===== config.mk =====
export PLATFORM = sky130hd
export DESIGN_NAME = host_bus_pin_behaviour
export DESIGN_NICKNAME = d
export VERILOG_FILES = /design/src/design/host_port_pkg.sv /design/src/design/host_bus_pin_behaviour.sv
export SDC_FILE = /design/constraint.sdc
export NUM_CORES = 1
export LEC_CHECK = 0
export ABC_AREA = 1
export BUFFER_PORTS_ARGS = -buffer_cell sky130_fd_sc_hd__buf_2
export CORE_UTILIZATION = 40
export CTS_CLUSTER_DIAMETER = 30
export DETAILED_ROUTE_END_ITERATION = 16
export GPL_ROUTABILITY_DRIVEN = 0
export GPL_TIMING_DRIVEN = 0
export PLACE_DENSITY = 0.67
export SLEW_MARGIN = 20
export SYNTH_ARGS = -nofsm -noshare
export SYNTH_HDL_FRONTEND = slang
export SYNTH_SLANG_ARGS = --single-unit

===== constraint.sdc =====
create_clock -name ref_clk -period 1.4 [get_ports ref_clk]
set_input_delay 0 -clock ref_clk [delete_from_list [all_inputs] [get_ports ref_clk]]
set_output_delay 0 -clock ref_clk [all_outputs]
set_load 0.02 [all_outputs]

===== src/design/host_port_pkg.sv =====
// constants and carrier types for the parallel host port front end
// assumes one 250 MHz clock and pins already synchronous to it
// Summary of operation
// RL1 - enable style: direction high reads, low writes
// RL2 - strobe style: direction high reads, low writes
// RL3 - cycles only while chip select low
// RL4 - generic style: wait low during transfer
// RL5 - wait released to high impedance afterwards
// RL6 - indirect generic: wait serves as handshake
// RL7 - strobe style: acknowledge active high, released; code drives it high while busy and low when done
// RL8 - indirect strobe style: acknowledge as handshake
// RL9 - enable style: host ignores wait output
// RL10 - generic style: address strobe held high
// RL11 - strobe style: address strobe qualifies address
// RL12 - generic: data captured on write rising edge
// RL13 - generic: drivers on only while read low
// RL14 - enable style: transfer on enable rising
// RL15 - strobe style: transfer when lower strobe falls
// RL16 - wait output floats when deselected
package host_port_pkg;

    typedef enum logic [1:0] {STYLE_GENERIC, STYLE_ENABLE, STYLE_STROBE} bus_style_e;
    typedef enum logic [1:0] {PH_IDLE, PH_BUSY, PH_DONE} phase_e;

    localparam int DATA_W        = 8;
    localparam int ADDR_W        = 1;
    localparam int ACCESS_CYCLES = 4;
    localparam logic [3:0] BUSY_RESET = 4'h0;

    // host-side pins, sampled each clock
    typedef struct packed {
        logic              chipSel_n;
        logic              rdPin;
        logic              wrPin;
        logic              addr_strobe_n;
        logic [ADDR_W-1:0] addr;
        logic [DATA_W-1:0] dataIn;
    } host_pins_s;

    // one completed access toward the core
    typedef struct packed {
        logic              valid;
        logic              write;
        logic [ADDR_W-1:0] addr;
        logic [DATA_W-1:0] data;
    } access_s;

endpackage


===== src/design/host_bus_pin_behaviour.sv =====
// parallel host port pin logic for three bus styles with wait/acknowledge
// assumes style is a static strap and core read data is valid when asked
`timescale 1ns/1ps
module host_bus_pin_behaviour
#(
    parameter int BUSY_CYCLES = host_port_pkg::ACCESS_CYCLES
)
(
    // clock and reset
    input  wire logic                              ref_clk,
    input  wire logic                              rst_n,
    // configuration
    input  wire host_port_pkg::bus_style_e         busStyle,
    // host pins
    input  wire host_port_pkg::host_pins_s         pins,
    output logic [host_port_pkg::DATA_W-1:0]       dataOut,
    output logic                                   dataOe,
    output logic                                   waitOut,
    output logic                                   waitOe,
    // core side
    input  wire logic [host_port_pkg::DATA_W-1:0]  coreRdData,
    output host_port_pkg::access_s                 access
);
    import host_port_pkg::*;

    typedef struct packed {
        logic              prevWr;
        logic              prevRd;
        logic              prevAs;
        logic [ADDR_W-1:0] latAddr;
        phase_e            phase;
        logic [3:0]        busy;
        logic              pendWrite;
        logic [DATA_W-1:0] dataOut;
        logic              dataOe;
        logic              waitOut;
        logic              waitOe;
        access_s           access;
    } state_s;

    state_s st;
    state_s next_st;

    function automatic logic ackLevel(input bus_style_e s, input logic done);
        // generic: low = wait, high = done; strobe style: high = wait, low = done
        ackLevel = (s == STYLE_STROBE) ? ~done : done;
    endfunction

    logic selected;
    logic wrRise;
    logic enRise;
    logic ldsFall;
    logic rdFall;
    logic start;
    logic startWrite;
    logic asFall;
    logic [ADDR_W-1:0] cycAddr;

    always_comb
    begin
        selected = ~pins.chipSel_n; // RL3
        wrRise   = pins.wrPin & ~st.prevWr;
        rdFall   = ~pins.rdPin & st.prevRd;
        enRise   = pins.rdPin & ~st.prevRd; // RL14
        ldsFall  = ~pins.rdPin & st.prevRd; // RL15
        asFall   = ~pins.addr_strobe_n & st.prevAs;
        // both strobes may fall on one edge: forward the pin address then
        cycAddr  = (busStyle != STYLE_STROBE) ? pins.addr
                 : (asFall ? pins.addr : st.latAddr); // RL11
        start      = 1'b0;
        startWrite = 1'b0;
        case (busStyle)
            STYLE_GENERIC:
            begin
                // RL10: address strobe ignored, host ties it high
                start      = selected & (rdFall | (~pins.wrPin & st.prevWr));
                startWrite = ~pins.wrPin;
            end
            STYLE_ENABLE:
            begin
                start      = selected & enRise;
                startWrite = ~pins.wrPin; // RL1
            end
            STYLE_STROBE:
            begin
                start      = selected & ~pins.addr_strobe_n & ldsFall; // RL11
                startWrite = ~pins.wrPin; // RL2
            end
            default:
            begin
                start      = 1'b0;
                startWrite = 1'b0;
            end
        endcase
    end

    always_comb
    begin
        next_st              = st;
        next_st.prevWr       = pins.wrPin;
        next_st.prevRd       = pins.rdPin;
        next_st.prevAs       = pins.addr_strobe_n;
        next_st.access.valid = 1'b0;
        if (busStyle == STYLE_STROBE)
        begin
            if (asFall)
                next_st.latAddr = pins.addr; // RL11
        end
        else
            next_st.latAddr = pins.addr;
        // generic write: data taken at write strobe rising edge
        if (busStyle == STYLE_GENERIC && selected && wrRise)
        begin
            next_st.access.valid = 1'b1; // RL12
            next_st.access.write = 1'b1;
            next_st.access.addr  = pins.addr;
            next_st.access.data  = pins.dataIn;
        end
        else if (busStyle != STYLE_GENERIC && start && startWrite)
        begin
            next_st.access.valid = 1'b1; // RL14 RL15
            next_st.access.write = 1'b1;
            next_st.access.addr  = cycAddr;
            next_st.access.data  = pins.dataIn;
        end
        else if (start && !startWrite)
        begin
            next_st.access.valid = 1'b1;
            next_st.access.write = 1'b0;
            next_st.access.addr  = cycAddr;
            next_st.access.data  = '0;
        end
        // read drivers
        case (busStyle)
            STYLE_GENERIC: next_st.dataOe = selected & ~pins.rdPin; // RL13
            STYLE_ENABLE:  next_st.dataOe = selected & pins.rdPin & pins.wrPin; // RL1
            STYLE_STROBE:  next_st.dataOe = selected & ~pins.rdPin & pins.wrPin; // RL2
            default:       next_st.dataOe = 1'b0;
        endcase
        next_st.dataOut = coreRdData;
        // wait / acknowledge handshake
        case (st.phase)
            PH_IDLE:
            begin
                next_st.waitOe = 1'b0;
                if (start && busStyle != STYLE_ENABLE) // RL9
                begin
                    next_st.phase   = PH_BUSY;
                    next_st.busy    = 4'(BUSY_CYCLES - 1);
                    next_st.waitOe  = 1'b1; // RL4 RL7
                    next_st.waitOut = ackLevel(busStyle, 1'b0);
                end
            end
            PH_BUSY:
            begin
                if (st.busy == 4'h0)
                begin
                    next_st.phase   = PH_DONE;
                    next_st.waitOut = ackLevel(busStyle, 1'b1); // RL6 RL8
                end
                else
                    next_st.busy = st.busy - 4'h1;
            end
            PH_DONE:
            begin
                // hold completion until the host ends its strobe
                // strobe style: direction may still read low as the strobe rises
                if (pins.rdPin && (pins.wrPin || busStyle == STYLE_STROBE))
                begin
                    next_st.phase  = PH_IDLE;
                    next_st.waitOe = 1'b0; // RL5
                end
                else if (busStyle == STYLE_GENERIC && !pins.wrPin)
                    next_st.waitOe = 1'b1;
            end
            default: next_st.phase = PH_IDLE;
        endcase
        if (!selected)
        begin
            next_st.phase  = PH_IDLE; // RL16
            next_st.waitOe = 1'b0;
            next_st.dataOe = 1'b0;
        end
    end

    always_ff @(posedge ref_clk)
    begin
        if (!rst_n)
        begin
            st         <= '0;
            st.prevWr  <= 1'b1;
            st.prevRd  <= 1'b1;
            st.prevAs  <= 1'b1;
            st.busy    <= BUSY_RESET;
            st.phase   <= PH_IDLE;
            st.waitOut <= 1'b1;
        end
        else
            st <= next_st;
    end

    assign dataOut = st.dataOut;
    assign dataOe  = st.dataOe;
    assign waitOut = st.waitOut;
    assign waitOe  = st.waitOe;
    assign access  = st.access;
endmodule // host_bus_pin_behaviour


==> After elaboration in Yosys (flattened, before gate mapping) <==
Index checks and enable logic that the tools add are counted.
W data, S select, Z words.
{ "op_classes": {"addsub": 1, "eq_ne": 11, "muxes": 23, "n_bitwise": 21, "n_reduce_logical": 24} }
{ "op_table": {"columns": ["operator", "n"], "rows": [
  ["$mux W11", 3],
  ["$and A1 B1 Y1", 13],
  ["$ne A2 B2 Y1 const B", 5],
  ["$mux W1", 9],
  ["$reduce_and A3 Y1", 3],
  ["$logic_and A1 B1 Y1", 8],
  ["$pmux W4 S2", 1],
  ["$not A1 Y1", 7],
  ["$mux W2", 3],
  ["$mux W6", 1],
  ["$pmux W1 S3", 2],
  ["$pmux W2 S3", 1],
  ["$reduce_bool A2 Y1", 3],
  ["$eq A2 B1 Y1 const B", 2],
  ["$eq A2 B2 Y1 const B", 2],
  ["$logic_not A2 Y1", 2],
  ["$logic_not A4 Y1", 1],
  ["$mux W4", 1],
  ["$pmux W1 S2", 2],
  ["$sub A4 B1 Y4 const B", 1],
  ["$ne A3 B3 Y1 const B", 1],
  ["$reduce_bool A3 Y1", 1],
  ["$reduce_or A3 Y1", 1],
  ["$logic_not A1 Y1", 2],
  ["5 further kinds", 5]
]} }
{ "word_totals": {"regBits": 32, "in_bits": 25, "output_inout_bits": 22, "word_cells": 94} }

==> Logic depth before layout (Yosys ltp) <==
Gate-level depths: netlist of run 1.
{ "depth": {"depth_word": 9, "depth_mapped": 12, "depth_no_buf": 11} }

==> Worst setup path after synthesis of run 1 <==
No wires, ideal clock.
{ "synth_timing": {"kind": "reg-to-reg", "start": "register st[23] in the netlist's numbering", "end": "register st[23] in the netlist's numbering", "setup_time_ns": 0.114, "t_arrival_ns": 1.179, "t_required_ns": 1.286, "path_slack_ns": 0.107, "stages_incl_launch_ff": 10, "path_buffers": 0, "synth_period_minus_slack_ns": 1.293, "cell_sequence": "dfxtp_1 -> inv_1 -> ha_1 -> nand2_1 -> nor2_1 -> nor2_1 -> inv_1 -> o21ai_0 -> o21bai_1 -> inv_1"} }
{ "synth_via": {"elab_chain_cells": 3, "elab_cells_between_ends": 6, "cone_classes": "1 x add/sub; 1 x eq/ne; 2 x mux; 2 x reduce/logical"} }
{ "synth_lines": {"columns": ["element", "line_no", "text"], "rows": [
  ["from (decl)", "host_bus_pin_behaviour.sv:41", "state_s st;"],
  ["from (signal assigned)", "host_bus_pin_behaviour.sv:199", "st <= next_st;"],
  ["$sub A4 B1 Y4 or $logic_not A4 Y1 (tied branches)", "host_bus_pin_behaviour.sv:162, host_bus_pin_behaviour.sv:156", null],
  ["$mux W4 or $ne A2 B2 Y1 (tied branches)", null, null],
  ["$pmux W4 S2 or $reduce_and A3 Y1 (tied branches)", null, null]
]} }
Parallel ways exist; a longest one is shown, timed or not. The select of a mux whose other input is x is not followed.
A chain may end at the register's enable or synchronous reset.

==> Worst setup path after layout of run 1 <==
{ "layout_timing": {"start": "register st[23] in the netlist's numbering", "end": "register st[25] in the netlist's numbering"} }
Same word-level chain as after synthesis.

==> impl_results.md, run 1 <==
- Status: completed
- Clock latency on the worst-skew pair: 0.28 ns
- Slew Limit Fails: 0
- Setup violations, final: 0
- Tot Pwr: 2132 uW
- WP buf/inv: 1
- Largest net degree at the start of global routing: 12
- Synth Flop Type: dfxtp_1
- Crit path to: st[25]
- N_diodes: 0
- Total track usage: 0.1677
- Crit Path Max Fanout: 3
- Maximum clock path buffer count: 2
- Met1 Use GR: 0.1815
- Area post-placement: 1833 um2
- Post-route cell area: 2280 um2
- PD cells: 935.2 nW/um2
- Post-route insts no fill: 333
- Std-Cell Rows: 22
- Worst EP arrival: 1.52 ns
- GR Util met2: 0.3085
- Cells after Synth: 207
- Distinct cell type count after synthesis: 23
- CTS tree: yes
- WS Path Type: reg -> reg
- Max Cap Violations: 0
- Average wire per cell in the routed design: 10.34 um
- Number of cells after detailed placement: 301
- Setup TNS: 0 ns
- Htree depth: 2
- Fmax: 767.0 MHz
- Peak supply drop: 0.7062 mV
- Worst EP required: 1.61 ns
- Clock-pin slew on the worst setup and hold paths: 0.07 ns
- Via count: 1492
- Crit end category: register
- DRC errors left: 0
- Die Wd: 64.11 um
- Area growth from synthesis to layout: 47.77%
- Worst slew margin: 0.5827
- Number of primary I/O pins: 47
- Min-delay worst type: in -> reg
- Drt pass-1 iters: 4
- CP max stage cell: dfxtp_2
- Root buf cell: clkbuf_8
- Core area: 3689 um2
- Seq/Total Area, Yosys: 0.4152
- Worst reg2reg startpoint: st[23]
- Commonest non-fill, non-tap cell in the layout: buf_2
- 1st-iter DRT viols: 58
- Crit-path cells: inv_2 > ha_4 > nand2_4 > nor2_4 > nor2_4 > nor2_2 > nor2_1 > nand3_1 > a21oi_2
- Worst Clk Skew: 0.004726 ns
- CTS buffer count: 5
- Stages on worst setup path: 9
- Critical path's top delay family: simple AND/OR/NAND/NOR gates
- P_leak: 0.001175 uW
- Die Y: 64.11 um
- Final min period: 1.304 ns
- RSZ-0062 raised after global routing: no
- Busiest metal layer after global routing: met2
- Post-synthesis async set-or-reset flop share: 0
- Initial antenna violation count: 0
- Syn. warnings: 0
- Top cell by count, worst path: nor2_4
- Final cycle utilization of the critical path: 0.9312
- Area of the mapped netlist: 1543 um2
- Slowest stage delay, CP: 0.34 ns
- DP HPWL: 2234 um
- Initial Utilization: 0.4182
- Routed Antenna Nets: 0
- Vias in the first global route: 1345
- Reg2reg setup slack: 0.1 ns
- Clock sink total: 32
- Die footprint: 4109 um2
- Worst setup path startpoint: st[23]
- Port Buffer Count: 46
- Synthesized area per cell: 7.453 um2
- Final Hold Viols: 0
- Total gr overflow: 0
- Worst R2R Path Depth: 9
- Global Route met3 Usage: 0.04821
- Final wirelength: 3443 um
- Post-synth EDFFs: 0
- Synthesized Nets: 237
- CP Launch Type: register
- Via density per instance: 4.480
- FF-to-FF End: st[25]
- First-pass GRT wire length: 5333 um
- Layout cells sized above 1: 0.3719
- Worst-Margin Slew: 0.6237 ns
- Flops & latches, synth: 32
- Nets: 314
- Most frequent cells in the layout: buf_2, nand2_1, dfxtp_1
-- report_power, final --
part	internal, uW	switching, uW
sequential	941	10.6
clock	526	340
combinational	153	161
total	1620	512
-- timing repair --
item / CTS / global route
endpoints found under the setup margin: 1 / 15
hold endpoints to repair: 20 / 0
gates cloned: 0 / 2
hold buffers: 21 / 0
buffers inserted: 0 / 3
pin swaps: 0 / 14
resized for setup: 2 / 28
-- per-stage QoR --
stage,util,hold slack [ns],setup WS [ns]
4_1_cts,0.5848,0.07516,0.03031
5_1_grt,0.6180,0.09374,0.003947
3_3_place_gp,0.4969,0.1800,0.003543
3_5_place_dp,0.4969,0.1872,-0.04083
2_1_floorplan,-,0.08740,0.1073
6_report,0.6180,0.07540,0.09629
-- state kept, by name, indices dropped and copies added (netlist names) --
register / flops
dataOut: 8
access: 11
waitOut: 1
dataOe: 1
st: 10
waitOe: 1
-- worst min-delay path by stage --
stage | startpoint | to | slack [ns] | cells after the start
2_1_floorplan | pins[11] | st[31] | 0.09 | 2
3_3_place_gp | coreRdData[0] | dataOut[0] | 0.18 | 3
3_5_place_dp | coreRdData[1] | dataOut[1] | 0.19 | 3
4_1_cts | pins[12] | st[28] | 0.08 | 4
5_1_grt | pins[12] | st[28] | 0.09 | 4
6_report | pins[12] | st[28] | 0.08 | 4
-- synthesized netlist by cell type, types with 3 or more instances --
master | instances | area share
inv_1 | 26 | 0.063
nor3_1 | 4 | 0.013
nand3_1 | 19 | 0.062
nand2_2 | 3 | 0.012
dfxtp_1 | 32 | 0.42
or2_2 | 4 | 0.016
ha_1 | 5 | 0.041
a21oi_1 | 16 | 0.052
o21ai_0 | 6 | 0.019
nor2_1 | 20 | 0.049
buf_4 | 19 | 0.092
nand2_1 | 38 | 0.092
-- metal layers --
metal,part of all wire,up-vias
li1,-,792
met1,0.43,663
met2,0.51,32
met3,0.048,5
met4,0.012,0
met5,0,-
-- cells by family (layout without fill, tap and decap cells) --
logic type / Yosys count / in the layout / share of synthesized area
and+or+nand+nor: 92 / 93 / 0.2668
buffers and inverters: 50 / 127 / 0.1752
adders and majority gates: 5 / 5 / 0.04055
AOI/OAI and AO/OA: 26 / 26 / 0.09084
xor gates and xnor gates: 2 / 2 / 0.01136
DFF: 32 / 32 / 0.4152
-- worst min-delay path: cells and delay by family --
kind | cells | cell delay, ns
simple gates | 1 | 0.05
compound gates | 1 | 0.05
buf+inv | 2 | 0.22
-- layout make-up --
type	instances	area [um2]
plain buffers	23	168.9
clock buffers	5	68.82
clock inverters	3	42.54
fillers	362	1409
inverters	27	101.3
multi-input cells	126	729.5
flip-flops and latches	32	643.1
well taps	48	60.06
repair buffers	69	465.4
Note: power is estimated with default switching activity, not from simulation.
==> run 2, diff against run 1 <==
--- a/config.mk
+++ b/config.mk
@@ -6,14 +6,13 @@
 export NUM_CORES = 1
 export LEC_CHECK = 0
 export ABC_AREA = 1
-export BUFFER_PORTS_ARGS = -buffer_cell sky130_fd_sc_hd__buf_2
 export CORE_UTILIZATION = 40
 export CTS_CLUSTER_DIAMETER = 30
 export DETAILED_ROUTE_END_ITERATION = 16
-export GPL_ROUTABILITY_DRIVEN = 0
+export DONT_BUFFER_PORTS = 1
+export GPL_ROUTABILITY_DRIVEN = 1
 export GPL_TIMING_DRIVEN = 0
-export PLACE_DENSITY = 0.67
-export SLEW_MARGIN = 20
+export SLEW_MARGIN = 30
 export SYNTH_ARGS = -nofsm -noshare
 export SYNTH_HDL_FRONTEND = slang
 export SYNTH_SLANG_ARGS = --single-unit
==> run 2 against run 1 <==
Net effect: first-iteration DRC count down 17%; maximum frequency barely moved; total power down 2.1%; worst setup slack barely moved; clock power increased by 2%; hold slack worse by 0.073 ns; via count decreased by 11%; global-route usage about the same; sequential share of layout area rose by 3.4 points; critical path depth grew 1; non-clock buffer count down 43; largest cell class unchanged.
==> impl_results.md, run 2 (synthesis gave the netlist of run 1 again) <==
- Maximum clock path buffer count: 2 (unchanged)
- Internal Power: 1583 uW (was 1620 uW)
- Final RePlAce weighted congestion: 0.8421
- Crit Path Max Fanout: 4 (was 3)
- Final Hold Viols: 0 (unchanged)
- Worst Clk Skew: 0.004276 ns (was 0.004726 ns)
- Std-Cell Rows: 22 (unchanged)
- Area growth from synthesis to layout: 31.47% (was 47.77%)
- Drt pass-1 iters: 4 (unchanged)
- Worst EP arrival: 1.46 ns (was 1.52 ns)
- DRC errors left: 0 (unchanged)
- Share of total power in sequential cells: 0.458 (was 0.447)
- Sw Share: 0.2417 (was 0.2400)
- Worst slew margin: 0.6740 (was 0.5827)
- Number of cells after detailed placement: 255 (was 301)
- Total track usage: 0.1674 (was 0.1677)
- Nets: 270 (was 314)
- Final min period: 1.303 ns (was 1.304 ns)
- Average wire per cell in the routed design: 11.29 um (was 10.34 um)
- Commonest non-fill, non-tap cell in the layout: nand2_1 (was buf_2)
- Hold WS: 0.002825 ns (was 0.07540 ns)
- Reg2reg setup slack: 0.1 ns (about the same)
- Min-delay worst type: in -> reg (unchanged)
- CP Launch Type: register (unchanged)
- FF-to-FF End: st[24] (was st[25])
- PD cells: 1029 nW/um2 (was 935.2 nW/um2)
- Status: completed (unchanged)
- CTS tree: yes (unchanged)
- Slew Limit Fails: 0 (unchanged)
- Post-route insts no fill: 289 (was 333)
- Max reg flops: 11 (unchanged)
- 1st-iter DRT viols: 48 (was 58)
- Worst reg2reg startpoint: st[24] (was st[23])
- Tot Pwr: 2087 uW (was 2132 uW)
- CTS buffer count: 5 (unchanged)
- Crit end category: register (unchanged)
- Fmax: 767.2 MHz (was 767.0 MHz)
- Die footprint: 4109 um2 (unchanged)
- Wire length on met2: 1573 um (was 1760 um)
- P_leak: 0.0009517 uW (was 0.001175 uW)
- DP HPWL: 2110 um (was 2234 um)
- Largest net degree at the start of global routing: 12 (unchanged)
- Final cycle utilization of the critical path: 0.9310 (was 0.9312)
- Setup violations, final: 0 (unchanged)
- Worst Hold Depth: 3 (was 4)
- Vias in the first global route: 1177 (was 1345)
- N_diodes: 0 (unchanged)
- Routed Antenna Nets: 0 (unchanged)
- Initial antenna violation count: 0 (unchanged)
- Die Wd: 64.11 um (unchanged)
- Worst-Margin Slew: 0.4890 ns (was 0.6237 ns)
- Met1 wire length: 1447 um (was 1477 um)
- Peak supply drop: 0.6469 mV (was 0.7062 mV)
- Worst setup path startpoint: st[24] (was st[23])
- Via density per instance: 4.616 (was 4.480)
- Worst R2R Path Depth: 10 (was 9)
- Crit path to: st[24] (was st[25])
- Final wirelength: 3264 um (was 3443 um)
- Clock latency on the worst-skew pair: 0.29 ns (was 0.28 ns)
- Initial Utilization: 0.4182 (unchanged)
- Met3 Wirelength: 186 um (was 164 um)
- Clock-pin slew on the worst setup and hold paths: 0.07 ns (about the same)
- Die Y: 64.11 um (unchanged)
- Htree depth: 2 (unchanged)
- Most frequent cells in the layout: nand2_1, dfxtp_1, inv_1, dlygate4sd3_1, buf_4 (was buf_2, nand2_1, dfxtp_1)
- Worst EP required: 1.56 ns (was 1.61 ns)
- Clock sink total: 32 (unchanged)
- Max Used Layer: met4 (unchanged)
- Total gr overflow: 0 (unchanged)
- Max Cap Violations: 0 (unchanged)
- Number of primary I/O pins: 47 (unchanged)
- Core Util, Final: 0.5499 (was 0.6180)
- First-pass GRT wire length: 5195 um (was 5333 um)
- Via count: 1334 (was 1492)
- Root buf cell: clkbuf_8 (unchanged)
- Core area: 3689 um2 (unchanged)
- Psw: 504.5 uW (was 511.7 uW)
- Port Buffer Count: 0 (was 46)
- Clk pwr share: 0.424 (was 0.406)
- WS Path Type: reg -> reg (unchanged)
- Layout cells sized above 1: 0.2282 (was 0.3719)
- Comb pwr share: 0.118 (was 0.147)
run 2: cell types whose count changed in the layout (fill, tap and decap cells not counted), sizes merged:
cell / before / now
buf: 68 / 23
dlygate4sd3: 18 / 23
dlymetal6s4s: 3 / 0
nand2: 42 / 41
run 2: timing repair:
item	CTS	global route
setup buffers	0	3
setup endpoints to repair	1	8
gates resized for setup	2	17
pin swaps	0	7
endpoints found under the hold margin	24	0
hold buffers	23	0
run 2: stage by stage:
| stage | setup WS [ns] | area [um2] | TNS (ns) |
|---|---|---|---|
| 2_1_floorplan | 0.1073 | 1543 | 0 |
| 5_1_grt | -0.009182 | 2028 | -0.009182 |
| 6_report | 0.09656 | 2028 | 0 |
| 3_5_place_dp | -0.02458 | 1603 | -0.02458 |
| 4_1_cts | 0.02391 | 1947 | 0 |
| 3_3_place_gp | 0.003354 | 1603 | 0 |
run 2: routing by layer:
layer  global-route usage  vias to the layer above
met1               0.1947                      590
li1                     -                      702
met3              0.05000                        7
met4              0.07500                        0
met2               0.2819                       35
met5                    0                        -
run 2: area by class of cell:
type	instances	area [um2]
fillers	375	1660
well taps	48	60.06
inverters	27	103.9
multi-input cells	125	676.9
clock inverters	3	42.54
plain buffers	23	168.9
flip-flops and latches	32	641.9
clock buffers	5	68.82
repair buffers	26	265.3
run 2: power by group through the flow:
stage          Combinational (uW)  Clock [uW]  Sequential, uW
3_5_place_dp                  179           0             975
2_1_floorplan                 153           0             973
5_1_grt                       272         940             958
3_3_place_gp                  179           0             975
6_report                      246         886             956
4_1_cts                       234         912             954
run 2: worst min path at each step:
| stage | startpoint | to | slack, ns |
|---|---|---|---|
| detailed placement | pins[11] | st[31] | 0.1 |
| global route | pins[11] | dataOe | 0.03 |
| finish | pins[11] | dataOe | 0.003 |
| global placement | pins[11] | st[31] | 0.09 |
| CTS | pins[11] | dataOe | 0.003 |
| floorplan | pins[11] | st[31] | 0.09 |
run 2: critical path: stages, from the launching register on:
cell and delay (ns):
dfxtp_1 0.30, inv_1 0.11, ha_4 0.15, nand2_2 0.06
nor2_2 0.12, nor2_4 0.06, inv_2 0.10, buf_12 0.11
nand3_1 0.07, nand2_1 0.06, nor2_1 0.03
